File: src/verilog/hvi_pkg.sv
// Constants, command codes and state type for the high voltage register interpreter
package hvi_pkg;

    // ----------------------------------------------------------------
    // Clock and link timing
    // ----------------------------------------------------------------
    localparam int          HVI_CLK_HZ    = 25_000_000;  // System clock rate
    localparam int          HVI_LINK_HZ   = 2_560_000;   // Highest serial clock rate
    // Half period, rounded up so the link never runs faster than allowed
    localparam int          HVI_HALF_CYC  = (HVI_CLK_HZ + 2 * HVI_LINK_HZ - 1) / (2 * HVI_LINK_HZ);
    localparam logic [3:0]  HVI_HALF_LAST = 4'(HVI_HALF_CYC - 1);
    localparam int          HVI_LAT_US    = 10;          // Longest command latency, us
    // Longest latency in cycles, rounded down
    localparam int          HVI_LAT_CYC   = HVI_LAT_US * (HVI_CLK_HZ / 1_000_000);

    // ----------------------------------------------------------------
    // Register map (byte addresses)
    // ----------------------------------------------------------------
    localparam logic [31:0] HVI_ADDR_CMD  = 32'hffff0804; // Command / status register
    localparam logic [31:0] HVI_ADDR_DAT  = 32'hffff080c; // Data register
    localparam logic [11:0] HVI_DAT_RST   = 12'h000;      // Data register reset value
    localparam int          HVI_BUSY_BIT  = 0;            // Status: busy
    localparam int          HVI_RDOK_BIT  = 1;            // Status: read-back succeeded
    localparam int          HVI_TXOK_BIT  = 2;            // Status: command sent
    localparam int          HVI_TAG_LSB   = 8;            // Command tag field low bit
    localparam int          HVI_TAG_MSB   = 11;           // Command tag field high bit
    localparam logic [2:0]  HVI_BIT_LAST  = 3'h7;         // First bit index of a byte

    // ----------------------------------------------------------------
    // Command codes
    // ----------------------------------------------------------------
    localparam logic [7:0]  HVI_RD_CFG_A  = 8'h00;
    localparam logic [7:0]  HVI_RD_CFG_B  = 8'h01;
    localparam logic [7:0]  HVI_RD_STAT   = 8'h02;
    localparam logic [7:0]  HVI_RD_MON    = 8'h03;
    localparam logic [7:0]  HVI_WR_CFG_A  = 8'h08;
    localparam logic [7:0]  HVI_WR_CFG_B  = 8'h09;

    // Link sequencer states, Gray along the frame
    typedef enum logic [2:0]
    {
        HVI_IDLE  = 3'b000,
        HVI_CMD   = 3'b001,
        HVI_ACK_C = 3'b011,
        HVI_DATA  = 3'b010,
        HVI_ACK_D = 3'b110
    } hvi_state_t;

endpackage

File: src/verilog/hvi_sync2.sv
// Two flip-flop synchroniser for one level
`timescale 1ns/1ps
module hvi_sync2
(
    input  wire logic clk_sys,
    input  wire logic rst,
    input  wire logic d_async,
    output logic      q_sync
);

    logic meta_reg;  // First stage, read only by second stage
    logic sync_reg;  // Second stage
    logic meta_next;
    logic sync_next;

    // Next values of both stages
    always_comb
    begin
        meta_next = d_async;
        sync_next = meta_reg;
    end

    // Register both stages
    always_ff @(posedge clk_sys or posedge rst)
    begin
        if (rst)
        begin
            meta_reg <= 1'b0;
            sync_reg <= 1'b0;
        end
        else
        begin
            meta_reg <= meta_next;
            sync_reg <= sync_next;
        end
    end

    assign q_sync = sync_reg;

endmodule

File: src/verilog/hvi_bitclk.sv
// Serial clock divider with bit timing strobes
`timescale 1ns/1ps
module hvi_bitclk
    import hvi_pkg::*;
(
    input  wire logic clk_sys,
    input  wire logic rst,
    input  wire logic run,
    output logic      sclk,
    output logic      bit_end
);

    logic [3:0] cnt_reg;    // Cycles in current half period
    logic [3:0] cnt_next;
    logic       high_reg;   // Serial clock level
    logic       high_next;
    logic       last;       // Half period ends this cycle

    assign last    = run && (cnt_reg == HVI_HALF_LAST);
    assign bit_end = last && high_reg;

    // Count half periods, park low when stopped
    always_comb
    begin
        cnt_next  = cnt_reg + 4'h1;
        high_next = high_reg;
        if (!run)
        begin
            cnt_next  = 4'h0;
            high_next = 1'b0;
        end
        else if (last)
        begin
            cnt_next  = 4'h0;
            high_next = !high_reg;
        end
    end

    // Register divider state
    always_ff @(posedge clk_sys or posedge rst)
    begin
        if (rst)
        begin
            cnt_reg  <= 4'h0;
            high_reg <= 1'b0;
        end
        else
        begin
            cnt_reg  <= cnt_next;
            high_reg <= high_next;
        end
    end

    assign sclk = high_reg;

endmodule

File: src/verilog/hvi_ctrl.sv
// High voltage indirect register interpreter with Avalon-MM slave and serial link
//
// Summary of operation
// RULE_01: Codes 0x00-0x03 read four indirect registers.
// RULE_02: Codes 0x08/0x09 write data byte to configs.
// RULE_03: Two-wire serial link, clock at 2.56 MHz; the divider runs it at 2.5 MHz.
// RULE_04: Command reaches far side within 10 us.
// RULE_05: Read data lands in data register within 10 us.
// RULE_06: Command bit 0 reads busy flag.
// RULE_07: Software waits for busy low before commanding.
// RULE_08: Command bit 2 reads transmit success.
// RULE_09: Command bit 1 reads read-back success.
// RULE_10: Status bits meaningful only when not busy.
// RULE_11: Data register 12 bits, low byte data.
// RULE_12: Data bits 11:8 show owning command, read only.
// RULE_13: Software writes zeros into tag bits.
// RULE_14: Exactly four indirect registers, two writable.
// RULE_15: Unknown codes start nothing, change nothing.
`timescale 1ns/1ps
module hvi_ctrl
    import hvi_pkg::*;
(
    input  wire logic        clk_sys,
    input  wire logic        rst,
    // Avalon-MM slave
    input  wire logic [31:0] address,
    input  wire logic        read,
    input  wire logic        write,
    input  wire logic [3:0]  byteenable,
    input  wire logic [31:0] writedata,
    output logic [31:0]      readdata,
    output logic             waitrequest,
    // Serial link to the high voltage side
    output logic             hv_sclk,
    output logic             hv_sdata_out,
    output logic             hv_sdata_oe,
    input  wire logic        hv_sdata_in
);

    // ----------------------------------------------------------------
    // Declarations
    // ----------------------------------------------------------------
    localparam int CHK_LAT = HVI_LAT_CYC;  // Latency bound for checks

    hvi_state_t  state_reg;        // Link sequencer state
    hvi_state_t  state_next;
    logic [2:0]  bit_reg;          // Bit index within byte
    logic [2:0]  bit_next;
    logic [7:0]  shift_reg;        // Serial shift register
    logic [7:0]  shift_next;
    logic [7:0]  cmd_reg;          // Command in progress
    logic [7:0]  cmd_next;
    logic        out_reg;          // Data line drive value
    logic        out_next;
    logic        oe_reg;           // Data line drive enable
    logic        oe_next;
    logic        txok_reg;         // Command sent status
    logic        txok_next;
    logic        rdok_reg;         // Read-back status
    logic        rdok_next;
    logic [11:0] dat_reg;          // Data register with tag
    logic [11:0] dat_next;
    logic        ack_reg;          // Bus answer cycle
    logic        ack_next;
    logic [31:0] rdata_reg;        // Registered read data
    logic [31:0] rdata_next;
    logic        busy;             // Command in progress
    logic        sel_cmd;          // Command register addressed
    logic        sel_dat;          // Data register addressed
    logic        cmd_wr;           // Accepted write to command register
    logic        dat_wr;           // Accepted write to data register
    logic        cmd_known;        // Written code is a defined command
    logic        cmd_go;           // Start a link frame
    logic        is_write;         // Frame carries a write
    logic        bit_end;          // Serial bit period ends
    logic        din_s;            // Synchronised incoming data

    // ----------------------------------------------------------------
    // Submodules
    // ----------------------------------------------------------------
    // Serial clock and bit strobe
    hvi_bitclk u_bitclk
    (
        .clk_sys (clk_sys),
        .rst     (rst),
        .run     (busy),
        .sclk    (hv_sclk),
        .bit_end (bit_end)
    );

    // Incoming data line crosses into clk_sys
    hvi_sync2 u_sync_din
    (
        .clk_sys (clk_sys),
        .rst     (rst),
        .d_async (hv_sdata_in),
        .q_sync  (din_s)
    );

    // ----------------------------------------------------------------
    // Bus decode
    // ----------------------------------------------------------------
    assign busy     = (state_reg != HVI_IDLE);
    assign is_write = cmd_reg[3];

    // Address decode
    always_comb
    begin
        sel_cmd = 1'b0;
        sel_dat = 1'b0;
        if (address == HVI_ADDR_CMD)
        begin
            sel_cmd = 1'b1;
        end
        else if (address == HVI_ADDR_DAT)
        begin
            sel_dat = 1'b1;
        end
    end

    // Only the six defined codes are commands [RULE_14]
    always_comb
    begin
        case (writedata[7:0])
            HVI_RD_CFG_A, HVI_RD_CFG_B, HVI_RD_STAT, HVI_RD_MON,
            HVI_WR_CFG_A, HVI_WR_CFG_B: cmd_known = 1'b1;
            default:                    cmd_known = 1'b0;
        endcase
    end

    // Writes take effect in the answer cycle; busy refuses them
    assign cmd_wr = write && ack_reg && sel_cmd && byteenable[0] && !busy;
    assign dat_wr = write && ack_reg && sel_dat && byteenable[0] && !busy;
    // Unknown codes never start a frame [RULE_15]
    assign cmd_go = cmd_wr && cmd_known;

    // One wait cycle per access, read data ready in answer cycle
    always_comb
    begin
        ack_next   = (read || write) && !ack_reg;
        rdata_next = rdata_reg;
        if (read && !ack_reg)
        begin
            rdata_next = 32'h0000_0000;
            if (sel_cmd)
            begin
                // Status view of command register [RULE_06] [RULE_08] [RULE_09]
                rdata_next[HVI_BUSY_BIT] = busy;
                rdata_next[HVI_RDOK_BIT] = rdok_reg;
                rdata_next[HVI_TXOK_BIT] = txok_reg;
            end
            else if (sel_dat)
            begin
                // Twelve bits, upper bits zero [RULE_11]
                rdata_next[HVI_TAG_MSB:0] = dat_reg;
            end
        end
    end

    // Register bus answer state
    always_ff @(posedge clk_sys or posedge rst)
    begin
        if (rst)
        begin
            ack_reg   <= 1'b0;
            rdata_reg <= 32'h0000_0000;
        end
        else
        begin
            ack_reg   <= ack_next;
            rdata_reg <= rdata_next;
        end
    end

    assign waitrequest = (read || write) && !ack_reg;
    assign readdata    = rdata_reg;

    // ----------------------------------------------------------------
    // Link sequencer
    // ----------------------------------------------------------------
    // Frame: 8 command bits out, ack in, 8 data bits, ack in
    always_comb
    begin
        state_next = state_reg;
        bit_next   = bit_reg;
        shift_next = shift_reg;
        cmd_next   = cmd_reg;
        out_next   = out_reg;
        oe_next    = oe_reg;
        txok_next  = txok_reg;
        rdok_next  = rdok_reg;
        dat_next   = dat_reg;
        // Software writes the data byte only; tag is read only [RULE_12]
        if (dat_wr)
        begin
            dat_next[7:0] = writedata[7:0];
        end
        case (state_reg)
            HVI_IDLE:
            begin
                out_next = 1'b0;
                oe_next  = 1'b0;
                if (cmd_go)
                begin
                    // Send command code first [RULE_01] [RULE_03]
                    state_next = HVI_CMD;
                    cmd_next   = writedata[7:0];
                    shift_next = {writedata[6:0], 1'b0};
                    out_next   = writedata[7];
                    oe_next    = 1'b1;
                    bit_next   = HVI_BIT_LAST;
                    // Old status is void while busy [RULE_10]
                    txok_next  = 1'b0;
                    rdok_next  = 1'b0;
                    if (writedata[3])
                    begin
                        // Written byte now belongs to this command [RULE_12]
                        dat_next[HVI_TAG_MSB:HVI_TAG_LSB] = writedata[3:0];
                    end
                end
            end
            HVI_CMD:
            begin
                if (bit_end)
                begin
                    if (bit_reg == 3'h0)
                    begin
                        // Release line for far side acknowledge
                        state_next = HVI_ACK_C;
                        oe_next    = 1'b0;
                        out_next   = 1'b0;
                    end
                    else
                    begin
                        bit_next   = bit_reg - 3'h1;
                        out_next   = shift_reg[7];
                        shift_next = {shift_reg[6:0], 1'b0};
                    end
                end
            end
            HVI_ACK_C:
            begin
                if (bit_end)
                begin
                    // Command transmit outcome [RULE_08]
                    txok_next  = din_s;
                    state_next = HVI_DATA;
                    bit_next   = HVI_BIT_LAST;
                    if (is_write)
                    begin
                        // Drive data byte to config register [RULE_02]
                        oe_next    = 1'b1;
                        out_next   = dat_reg[7];
                        shift_next = {dat_reg[6:0], 1'b0};
                    end
                    else
                    begin
                        shift_next = 8'h00;
                    end
                end
            end
            HVI_DATA:
            begin
                if (bit_end)
                begin
                    if (is_write)
                    begin
                        out_next   = shift_reg[7];
                        shift_next = {shift_reg[6:0], 1'b0};
                    end
                    else
                    begin
                        // Collect read byte, MSB first
                        shift_next = {shift_reg[6:0], din_s};
                    end
                    if (bit_reg == 3'h0)
                    begin
                        state_next = HVI_ACK_D;
                        oe_next    = 1'b0;
                        out_next   = 1'b0;
                    end
                    else
                    begin
                        bit_next = bit_reg - 3'h1;
                    end
                end
            end
            HVI_ACK_D:
            begin
                if (bit_end)
                begin
                    // Read-back outcome, frame done [RULE_09] [RULE_04]
                    rdok_next  = din_s;
                    state_next = HVI_IDLE;
                    if (!is_write && txok_reg && din_s)
                    begin
                        // Load read value and its tag [RULE_05] [RULE_12]
                        dat_next = {cmd_reg[3:0], shift_reg};
                    end
                end
            end
            default:
            begin
                state_next = HVI_IDLE;
                oe_next    = 1'b0;
                out_next   = 1'b0;
            end
        endcase
    end

    // Register sequencer and data state
    always_ff @(posedge clk_sys or posedge rst)
    begin
        if (rst)
        begin
            state_reg <= HVI_IDLE;
            bit_reg   <= 3'h0;
            shift_reg <= 8'h00;
            cmd_reg   <= 8'h00;
            out_reg   <= 1'b0;
            oe_reg    <= 1'b0;
            txok_reg  <= 1'b0;
            rdok_reg  <= 1'b0;
            dat_reg   <= HVI_DAT_RST;
        end
        else
        begin
            state_reg <= state_next;
            bit_reg   <= bit_next;
            shift_reg <= shift_next;
            cmd_reg   <= cmd_next;
            out_reg   <= out_next;
            oe_reg    <= oe_next;
            txok_reg  <= txok_next;
            rdok_reg  <= rdok_next;
            dat_reg   <= dat_next;
        end
    end

    assign hv_sdata_out = out_reg;
    assign hv_sdata_oe  = oe_reg;
endmodule

File: config.mk
export PLATFORM = sky130hd
export DESIGN_NAME = hvi_ctrl
export DESIGN_NICKNAME = d
export VERILOG_FILES = /design/src/verilog/hvi_pkg.sv /design/src/verilog/hvi_sync2.sv /design/src/verilog/hvi_bitclk.sv /design/src/verilog/hvi_ctrl.sv
export SDC_FILE = /design/constraint.sdc
export NUM_CORES = 1
export LEC_CHECK = 0
export BUFFER_PORTS_ARGS = -buffer_cell sky130_fd_sc_hd__buf_2
export CAP_MARGIN = 20
export CORE_MARGIN = 4
export CORE_UTILIZATION = 35
export DETAILED_ROUTE_END_ITERATION = 12
export PLACE_DENSITY_LB_ADDON = 0.3
export SLEW_MARGIN = 25
export SYNTH_ARGS = -nofsm -noshare
export SYNTH_HDL_FRONTEND = slang
export SYNTH_SLANG_ARGS = --single-unit
File: constraint.sdc
create_clock -name clk_sys -period 3.8 [get_ports clk_sys]
set_clock_uncertainty 0.15 [all_clocks]
set_input_delay 1.14 -clock clk_sys [delete_from_list [all_inputs] [get_ports clk_sys]]
set_output_delay 1.14 -clock clk_sys [all_outputs]
set_load 0.03 [all_outputs]
-- Yosys cells after proc, flatten, opt, wreduce, memory -nomap -nowiden
Cells that the tools add are included.
Widths: inputs -> output; s select.
- bits in registers: 54
- input bits: 73
- muxes and demuxes: 58
- reductions and logical operators: 38
- add/sub/neg operators: 2
- bitwise logic cells: 1
- equal/unequal tests: 28
- operators with widths (kind ; number):
    $eq 32x32->1 const B ; 2
    $mux 8 ; 8
    $mux 12 ; 3
    $mux 3 ; 12
    $pmux 8 s4 ; 1
    $ne 2x2->1 const B ; 13
    $mux 1 ; 22
    $eq 8x2->1 const B ; 2
    $eq 8x4->1 const B ; 2
    $mux 4 ; 4
    $pmux 3 s5 ; 1
    $reduce_and 5->1 ; 3
    $logic_and 1x1->1 ; 14
    $reduce_and 6->1 ; 2
    $mux 9 ; 1
    $pmux 3 s3 ; 1
    $eq 8x1->1 const B ; 1
    $logic_not 8->1 ; 1
    $pmux 4 s2 ; 1
    $reduce_and 7->1 ; 1
    $eq 3x2->1 const B ; 2
    $logic_not 3->1 ; 2
    $reduce_and 3->1 ; 2
    $reduce_bool 3->1 ; 2
    other kinds (18) ; 24

-- Depth between registers and ports, before layout
Gate-level depths: netlist of the first run.
- depth after elaboration: 10
- gate-level depth with buffers: 8
- depth with buffers taken out: 7

-- Cells and area by module
A second synthesis of the first run with hierarchy kept.
- cell total of the unflattened synthesis: 293
- area total of the unflattened synthesis: 2946.6 um^2
- by module, submodules not included (module ; cells each ; seq. area each (um^2) ; instances ; area an instance (um^2)):
    hvi_ctrl ; 266 ; 1176.1 ; 1 ; 2633.8
    hvi_bitclk ; 24 ; 125.1 ; 1 ; 259.0
    hvi_sync2 ; 3 ; 50.0 ; 1 ; 53.8

-- Least setup slack after synthesis of the first run
OpenSTA, ideal clock, no wires.
- kind: input-to-reg
- start point: in address[13]
- end point: reg dat_reg[0]
- arrival time: 2902 ps
- required time: 3513 ps
- cell stages on the path: 6
- path buffers: 1
- slack: 611 ps
- cell sequence: or4b_1 > or4_4 > nor4b_4 > buf_6 > mux2i_1 > a21oi_1
- cells in the longest elaborated chain, start to end: 10
- elaborated cells on any way between the ends: 11
- classes of those cells: 2 x eq/ne; 6 x mux; 3 x reduce/logical
- ends and longest elaborated chain (element ; line ; source):
    start: declaration ; hvi_ctrl.sv:26 ; input wire logic [31:0] address,
    $eq 32x32->1 ; hvi_ctrl.sv:115 ; else if (address == HVI_ADDR_DAT)
    $mux 1 ; hvi_ctrl.sv:115 ;
    $mux 1 (*) ; hvi_ctrl.sv:111 ; if (address == HVI_ADDR_CMD)
    $logic_and 1x1->1 (*) (3 in series) ; hvi_ctrl.sv:133 ; assign dat_wr = write && ack_reg && sel_dat && byteenable[0] && !busy;
    $mux 8 (*) ; hvi_ctrl.sv:194 ; if (dat_wr)
    $mux 12 ; hvi_ctrl.sv:295 ; if (!is_write && txok_reg && din_s)
    $mux 12 ; hvi_ctrl.sv:290 ; if (bit_end)
    $mux 8 (*) ; hvi_ctrl.sv:198 ; case (state_reg)
    via dat_next[0] ; hvi_ctrl.sv:62 ; logic [11:0] dat_next;
    end signal: assignment ; hvi_ctrl.sv:336 ; dat_reg <= dat_next;
    end: declaration ; hvi_ctrl.sv:61 ; logic [11:0] dat_reg;
Mark *: on every way through the listed nets, which the timed path passes. The rest lies on a longest branch. The select of a mux whose other input is x is not followed.
A chain may end at the register's enable or synchronous reset.

-- Worst setup path in the final report of the first run
- start point: in address[13]
- end point: reg dat_reg[1]
Same word-level chain as after synthesis.

==> flow_summary.yaml, run 1 <==
synth:
  synth_seq_area_share: 0.464
  ys_seq_elements: 54
  syn_area_per_cell_um2: 10.2
  synth.yosys.warnings: 0
  yosysTopAreaCell: "sky130_fd_sc_hd__dfrtp_1"
  yosys-top-cells-area: "sky130_fd_sc_hd__dfrtp_1 (46%), sky130_fd_sc_hd__buf_4 (5.2%), sky130_fd_sc_hd__mux2i_1 (5.2%)"
  async_flop_share: 1.00
  synth_enable_flop_cells: 0
  synthDominantCellAreaShare: 0.464
  dominantRegCellSynth: "sky130_fd_sc_hd__dfrtp_1"
  postSynthCellCount: 285
  yosysUniqueCellTypes: 56
  synth_cell_area_mm2: 0.00292
cts:
  cts_hold_repair.buffers: 0
  htreeDepth: 2
  cts.root.buffer_cell: "sky130_fd_sc_hd__clkbuf_8"
  cts.repair_timing.setup_buffer_count: 0
  post_cts.resized_instances: 0
  clock_path_buffers: 2
  clock_insertion_delay_worst_skew_ps: 310
  tritoncts_clock_tree: "built"
  path_clk_slew_ps: 90
  cts_inserted_buffers: 5
  clock-sinks: 54
critical_path:
  cp.buffers_inverters: 2
  worst_path_largest_cell_delay_ps: 560
  r2r_cells: 7
  end_kind: "flip-flop"
  cp.arrival_ps: 3120
  cp_max_fo: 8
  timing.critical_path.from_type: "input port"
  timing.critical_path.cells: "buf_2 -> or4b_1 -> or4_4 -> nor4b_4 -> buf_4 -> mux2i_1 -> a21oi_1"
  r2r_setup_slk_ps: 1100
  critical-path-slowest-cell: "sky130_fd_sc_hd__or4_4"
  setup.worst_path.class: "in2reg"
  critical_path.top_delay_family: "simple AND/OR/NAND/NOR gates"
  critical_path.reg2reg.startpoint: "state_reg[2]"
  worstReg2RegEnd: "bit_reg[0]"
  cp_data_required_time_ps: 3840
layout:
  area_growth_pct: 15.9
  finish.cell_count_without_fillers: 452
  multi_input_area_mm2: 0.00137
  seqCellArea_mm2: 0.00135
  fillerInstances: 822
  antennaDiodeCount: 0
  num-nets-final: 423
  drive_above_1_share: 0.256
sta:
  finalCritPeriodShare: 0.811
  max_slew.worst_pin.slew_ps: 852
  maxClockFrequency_mhz: 324
  fin_crit_ps: 3080
  slew_headroom: 0.431
  slew_viol_final: 0
  fin_setup_tns_ps: 0
  finalSetupViolCount: 0
  report.final.hold_viol_count: 0
  layout_setup_ws_ps: 717
  setup_repair_after_global_routing_missed_its_margin: "no"
power_and_ir_drop:
  power.density_mw_per_mm2: 312
  static-leakage-power_nw: 1.68
  ir_drop_mv: 0.166
  p_total_mw: 1.06
flow_run:
  drv_cap: 0
die:
  die_area_mm2: 0.00985
  initial_utilization: 0.357
  ioPinCount: 109
  floorplan.die.width_um: 99.3
  die_height_um: 99.3
  std_cell_rows: 33
  design.core.area_mm2: 0.00818
grt:
  grt_usage: 0.137
  grt_use_met3: 0.0288
  grt-busiest-layer: "met2"
  use_met2: 0.222
  first_global_vias: 2323
  grt_pass1_wl_um: 11000
  globalRoute.totalOverflow: 0
  number_of_antenna_violations_at_the_first_check_in_global_routing: 0
  met1_usage: 0.182
  grt_max_degree: 33
place:
  placement.setup.worst_slack_ps: 371
  globalplace.congestion: 0.811
  numPlacedInstances: 444
  post_detail_place_hpwl_um: 5000
  numPortBuffers: 61
drt:
  detail_route.vias_per_cell: 5.12
  post_drt_wl_per_cell_um: 14.7
  postRouteWirelength_um: 6660
  remaining_drc_errors: 0
  dr.first_iter.drc_count: 138
  via_count: 2313
  ant_nets: 0
  detail_route.first_pass.iterations: 4
worst_hold_path:
  holdPathEnd: "u_sync_din.q_sync"
  hold-path-cell-count: 0
  min_from: "u_sync_din.meta_reg"
  worstHoldPathType: "reg2reg"
status:
  status: "complete, no violations"
cell type report:
cell class                      instances  area share
Multi-Input combinational cell        201       0.405
Sequential cell                        54       0.400
Timing Repair Buffer                   68       0.106
Tap cell                              105      0.0389
Clock buffer                            6      0.0215
Inverter                               16      0.0178
Clock inverter                          2      0.0111
placed cells by master, fill, tap and decap left out, types with 2 or more instances in the layout:
cell and count:
sky130_fd_sc_hd__a21oi_1 17, sky130_fd_sc_hd__a222oi_1 7, sky130_fd_sc_hd__a22o_1 12, sky130_fd_sc_hd__a22oi_1 3, sky130_fd_sc_hd__a32oi_1 3, sky130_fd_sc_hd__and2_1 3
sky130_fd_sc_hd__and3_1 3, sky130_fd_sc_hd__and3b_1 2, sky130_fd_sc_hd__buf_2 61, sky130_fd_sc_hd__buf_4 7, sky130_fd_sc_hd__clkbuf_8 5, sky130_fd_sc_hd__conb_1 20
sky130_fd_sc_hd__dfrtp_1 54, sky130_fd_sc_hd__ha_1 4, sky130_fd_sc_hd__inv_1 15, sky130_fd_sc_hd__mux2_2 5, sky130_fd_sc_hd__mux2i_1 15, sky130_fd_sc_hd__nand2_1 14
sky130_fd_sc_hd__nand2b_1 4, sky130_fd_sc_hd__nand3_1 4, sky130_fd_sc_hd__nand4_1 9, sky130_fd_sc_hd__nand4b_1 3, sky130_fd_sc_hd__nor2_1 24, sky130_fd_sc_hd__nor2b_1 2
sky130_fd_sc_hd__nor3_1 4, sky130_fd_sc_hd__nor4_1 3, sky130_fd_sc_hd__nor4b_1 3, sky130_fd_sc_hd__o21ai_0 7, sky130_fd_sc_hd__o21ai_1 2, sky130_fd_sc_hd__or4b_1 2
sky130_fd_sc_hd__xor2_1 2
cells by family after synthesis:
family	share of synthesized area
AO/OA/AOI/OAI	0.155
buffers and inverters	0.0918
flip-flops	0.464
multiplexers	0.0708
other	0.00129
XOR/XNOR	0.00601
AND/OR/NAND/NOR	0.194
adder cells (fa/ha/maj)	0.0172
synth_stat cells (3+ instances only):
master	number
sky130_fd_sc_hd__dfrtp_1	54
sky130_fd_sc_hd__nor2_1	24
sky130_fd_sc_hd__buf_4	20
sky130_fd_sc_hd__a21oi_1	17
sky130_fd_sc_hd__inv_1	16
sky130_fd_sc_hd__mux2i_1	15
sky130_fd_sc_hd__nand2_1	14
sky130_fd_sc_hd__a22o_1	12
sky130_fd_sc_hd__clkbuf_1	11
sky130_fd_sc_hd__nand4_1	9
sky130_fd_sc_hd__a222oi_1	7
sky130_fd_sc_hd__o21ai_0	7
sky130_fd_sc_hd__mux2_2	5
sky130_fd_sc_hd__ha_1	4
sky130_fd_sc_hd__nand2b_1	4
sky130_fd_sc_hd__nand3_1	4
sky130_fd_sc_hd__nor3_1	4
sky130_fd_sc_hd__a22oi_1	3
sky130_fd_sc_hd__a32oi_1	3
sky130_fd_sc_hd__and2_1	3
sky130_fd_sc_hd__and3_1	3
sky130_fd_sc_hd__nand4b_1	3
sky130_fd_sc_hd__nor4_1	3
sky130_fd_sc_hd__nor4b_1	3
power by group:
part | switching, mW | leakage [nW] | internal, mW | total, mW
logic | 0.0622 | 0.979 | 0.0267 | 0.0889
clock network | 0.192 | 0.0514 | 0.197 | 0.389
registers | 0.00144 | 0.649 | 0.576 | 0.578
total | 0.255 | 1.68 | 0.800 | 1.06
worst max path at each step:
stage	depth (start not counted)	endpoint	start
after global routing	7	dat_reg[4]	address[13]
after global placement	7	dat_reg[4]	address[13]
final	7	dat_reg[1]	address[13]
after CTS	7	dat_reg[5]	address[13]
after floorplan	6	dat_reg[0]	address[13]
after detailed placement	7	dat_reg[5]	address[13]
stage by stage:
stage	util	instance area [µm²]	hold slack, ps
CTS	0.413	3380	210
global route	0.413	3380	210
detailed placement	0.400	3270	187
global placement	0.400	3270	184
finish	0.413	3380	209
floorplan	-	2990	181
routing by layer:
layer / wire length (µm) / up-vias / share of wire
li1: - / 1124 / -
met1: 3000 / 1109 / 0.45
met2: 3170 / 71 / 0.48
met3: 367 / 9 / 0.055
met4: 121 / 0 / 0.018
met5: 0 / - / 0
No activity file was read; power rests on OpenSTA's default activity.
==> run 2, diff against run 1 <==
ABC_AREA = 1   (was default)
clock period = 3.03 ns   (was 3.8 ns; I/O delays follow)
==> run 2 against run 1 <==
Against the previous run:
- non-clock buffer count shrank 1
- critical endpoint is now waitrequest
- critical path type is now in2out
- die area increased by 8.3%
- total power up 32%
- sequential power is 37% higher
- synthesized cell count grew 50%
==> flow_summary.yaml, run 2 <==
critical_path:
  cp_data_required_time_ps: 1970
  critical_path.reg2reg.startpoint: "u_bitclk.cnt_reg[0]"
  critPathLaunch: "read"
  end_kind: "output port"
  timing.critical_path.from_type: "input port"
  cp_max_fo: 2
  r2r_setup_slk_ps: 900
  worstReg2RegEnd: "shift_reg[0]"
  cp.arrival_ps: 1430
  setup.worst_path.class: "in2out"
  r2r_cells: 9
cts:
  cts.root.buffer_cell: "sky130_fd_sc_hd__clkbuf_8"
  path_clk_slew_ps: 100
  clock_path_buffers: 2
  htreeDepth: 2
  cts.repair_timing.setup_buffer_count: 0
  tritoncts_clock_tree: "built"
  post_cts.resized_instances: 0
  cts_inserted_buffers: 5
  cts_hold_repair.buffers: 0
  clock_insertion_delay_worst_skew_ps: 320
  clock-sinks: 54
grt:
  grt_max_degree: 27
  grt_usage: 0.151
  globalRoute.totalOverflow: 0
  first_global_vias: 2717
  number_of_antenna_violations_at_the_first_check_in_global_routing: 0
  grt_pass1_wl_um: 12800
die:
  design.core.area_mm2: 0.00876
  die_area_mm2: 0.0107
  std_cell_rows: 34
  initial_utilization: 0.363
  die_height_um: 103
  floorplan.die.width_um: 103
  ioPinCount: 109
synth:
  ys_seq_elements: 54
  async_flop_share: 1.00
  yosysTopAreaCell: "sky130_fd_sc_hd__dfrtp_1"
  yosys-top-cells-area: "sky130_fd_sc_hd__dfrtp_1 (43%), sky130_fd_sc_hd__nand2_1 (16%), sky130_fd_sc_hd__inv_1 (6.0%)"
  syn_area_per_cell_um2: 7.45
  synth_seq_area_share: 0.425
  yosysUniqueCellTypes: 33
  dominantRegCellSynth: "sky130_fd_sc_hd__dfrtp_1"
  postSynthCellCount: 427
  synth_top_cells_by_count: "sky130_fd_sc_hd__nand2_1 (136), sky130_fd_sc_hd__dfrtp_1 (54), sky130_fd_sc_hd__inv_1 (51)"
  synth_cell_area_mm2: 0.00318
  synth.most_common_cell: "sky130_fd_sc_hd__nand2_1"
  synth.yosys.warnings: 0
  synthDominantCellAreaShare: 0.425
  synth_enable_flop_cells: 0
worst_hold_path:
  holdPathEnd: "u_sync_din.q_sync"
  min_from: "u_sync_din.meta_reg"
  worstHoldPathType: "reg2reg"
  hold-path-cell-count: 0
drt:
  ant_nets: 0
  via_count: 2828
  postRouteWirelength_um: 7640
  detail_route.vias_per_cell: 4.71
  dr.first_iter.drc_count: 130
  detail_route.first_pass.iterations: 4
  post_drt_wl_per_cell_um: 12.7
  remaining_drc_errors: 0
sta:
  fin_crit_ps: 2490
  finalCritPeriodShare: 0.823
  fin_setup_tns_ps: 0
  maxClockFrequency_mhz: 401
  report.final.hold_viol_count: 0
  max_slew.worst_pin.slew_ps: 552
  slew_headroom: 0.631
  setup_repair_after_global_routing_missed_its_margin: "no"
  slew_viol_final: 0
  fin_worst_hold_slack_ps: 206
  finalSetupViolCount: 0
power_and_ir_drop:
  ir_drop_mv: 0.192
  static-leakage-power_nw: 1.96
  power.density_mw_per_mm2: 384
status:
  status: "complete, no violations"
place:
  globalplace.congestion: 0.856
  post_detail_place_hpwl_um: 5790
  placement.cell_area_mm2: 0.00351
  numPortBuffers: 61
flow_run:
  drv_cap: 0
layout:
  num-nets-final: 568
  area_growth_pct: 13.6
  mostFrequentLayoutCells: "sky130_fd_sc_hd__nand2_1 (136), sky130_fd_sc_hd__buf_2 (61), sky130_fd_sc_hd__dfrtp_1 (54)"
  mostFrequentLayoutCell: "sky130_fd_sc_hd__nand2_1"
  drive_above_1_share: 0.187
  antennaDiodeCount: 0
  final_instance_area_mm2: 0.00361
[run 2: cell count changes in the layout (fill, tap and decap cells not counted), moves of 15 or more]
cell,delta
sky130_fd_sc_hd__inv_1,+35
sky130_fd_sc_hd__mux2i_1,-15
sky130_fd_sc_hd__o21ai_0,+17
sky130_fd_sc_hd__nand3_1,+24
sky130_fd_sc_hd__nor2_1,+16
sky130_fd_sc_hd__nand2_1,+122
[run 2: metrics by stage]
step                      instances  setup WS (ps)   util  power (mW)
after floorplan                 446            500      -       0.921
after global placement          592            513  0.401       0.959
after detailed placement        592            509  0.401       0.962
after CTS                       600            533  0.412        1.41
after global routing            600            472  0.412        1.46
final                           600            538  0.412        1.39
[run 2: final cells by class]
type | count | area [µm²]
fill | 922 | 5150
multi-input combinational | 308 | 1470
sequential | 54 | 1350
tap | 108 | 135
timing repair buffer | 67 | 350
clock inverter | 2 | 16.3
inverter | 55 | 206
clock buffer | 6 | 82.6
[run 2: how the worst max path moves through the flow]
| stage | to | slack (ps) | cells after the start |
|---|---|---|---|
| after floorplan | waitrequest | 500 | 2 |
| after global placement | shift_reg[0] | 510 | 10 |
| after detailed placement | readdata[1] | 510 | 9 |
| after CTS | waitrequest | 530 | 4 |
| after global routing | waitrequest | 470 | 4 |
| final | waitrequest | 540 | 4 |
[run 2: report_power, final]
| part | leakage [nW] | internal, mW | switching (mW) |
|---|---|---|---|
| logic | 1.22 | 0.0518 | 0.106 |
| clock network | 0.0478 | 0.189 | 0.253 |
| registers | 0.696 | 0.761 | 0.0283 |
| total | 1.96 | 1.00 | 0.387 |
[run 2: logic make-up after synthesis]
| logic type | synth area share |
|---|---|
| fa+ha+maj | 0.0157 |
| buf+inv | 0.135 |
| flops | 0.425 |
| other cells | 0.00118 |
| compound gates | 0.0905 |
| xor+xnor | 0.00827 |
| simple gates | 0.324 |
[run 2: metal layers]
layer,vias up,GRT usage,part of all wire
met2,63,0.249,0.47
met5,-,0,0
met3,10,0.0255,0.043
met4,0,0.0388,0.013
li1,1434,-,-
met1,1321,0.207,0.47
[run 2: critical path: stages]
cell and delay, ps:
sky130_fd_sc_hd__buf_2 70, sky130_fd_sc_hd__inv_1 40, sky130_fd_sc_hd__a21oi_1 180, sky130_fd_sc_hd__buf_2 230
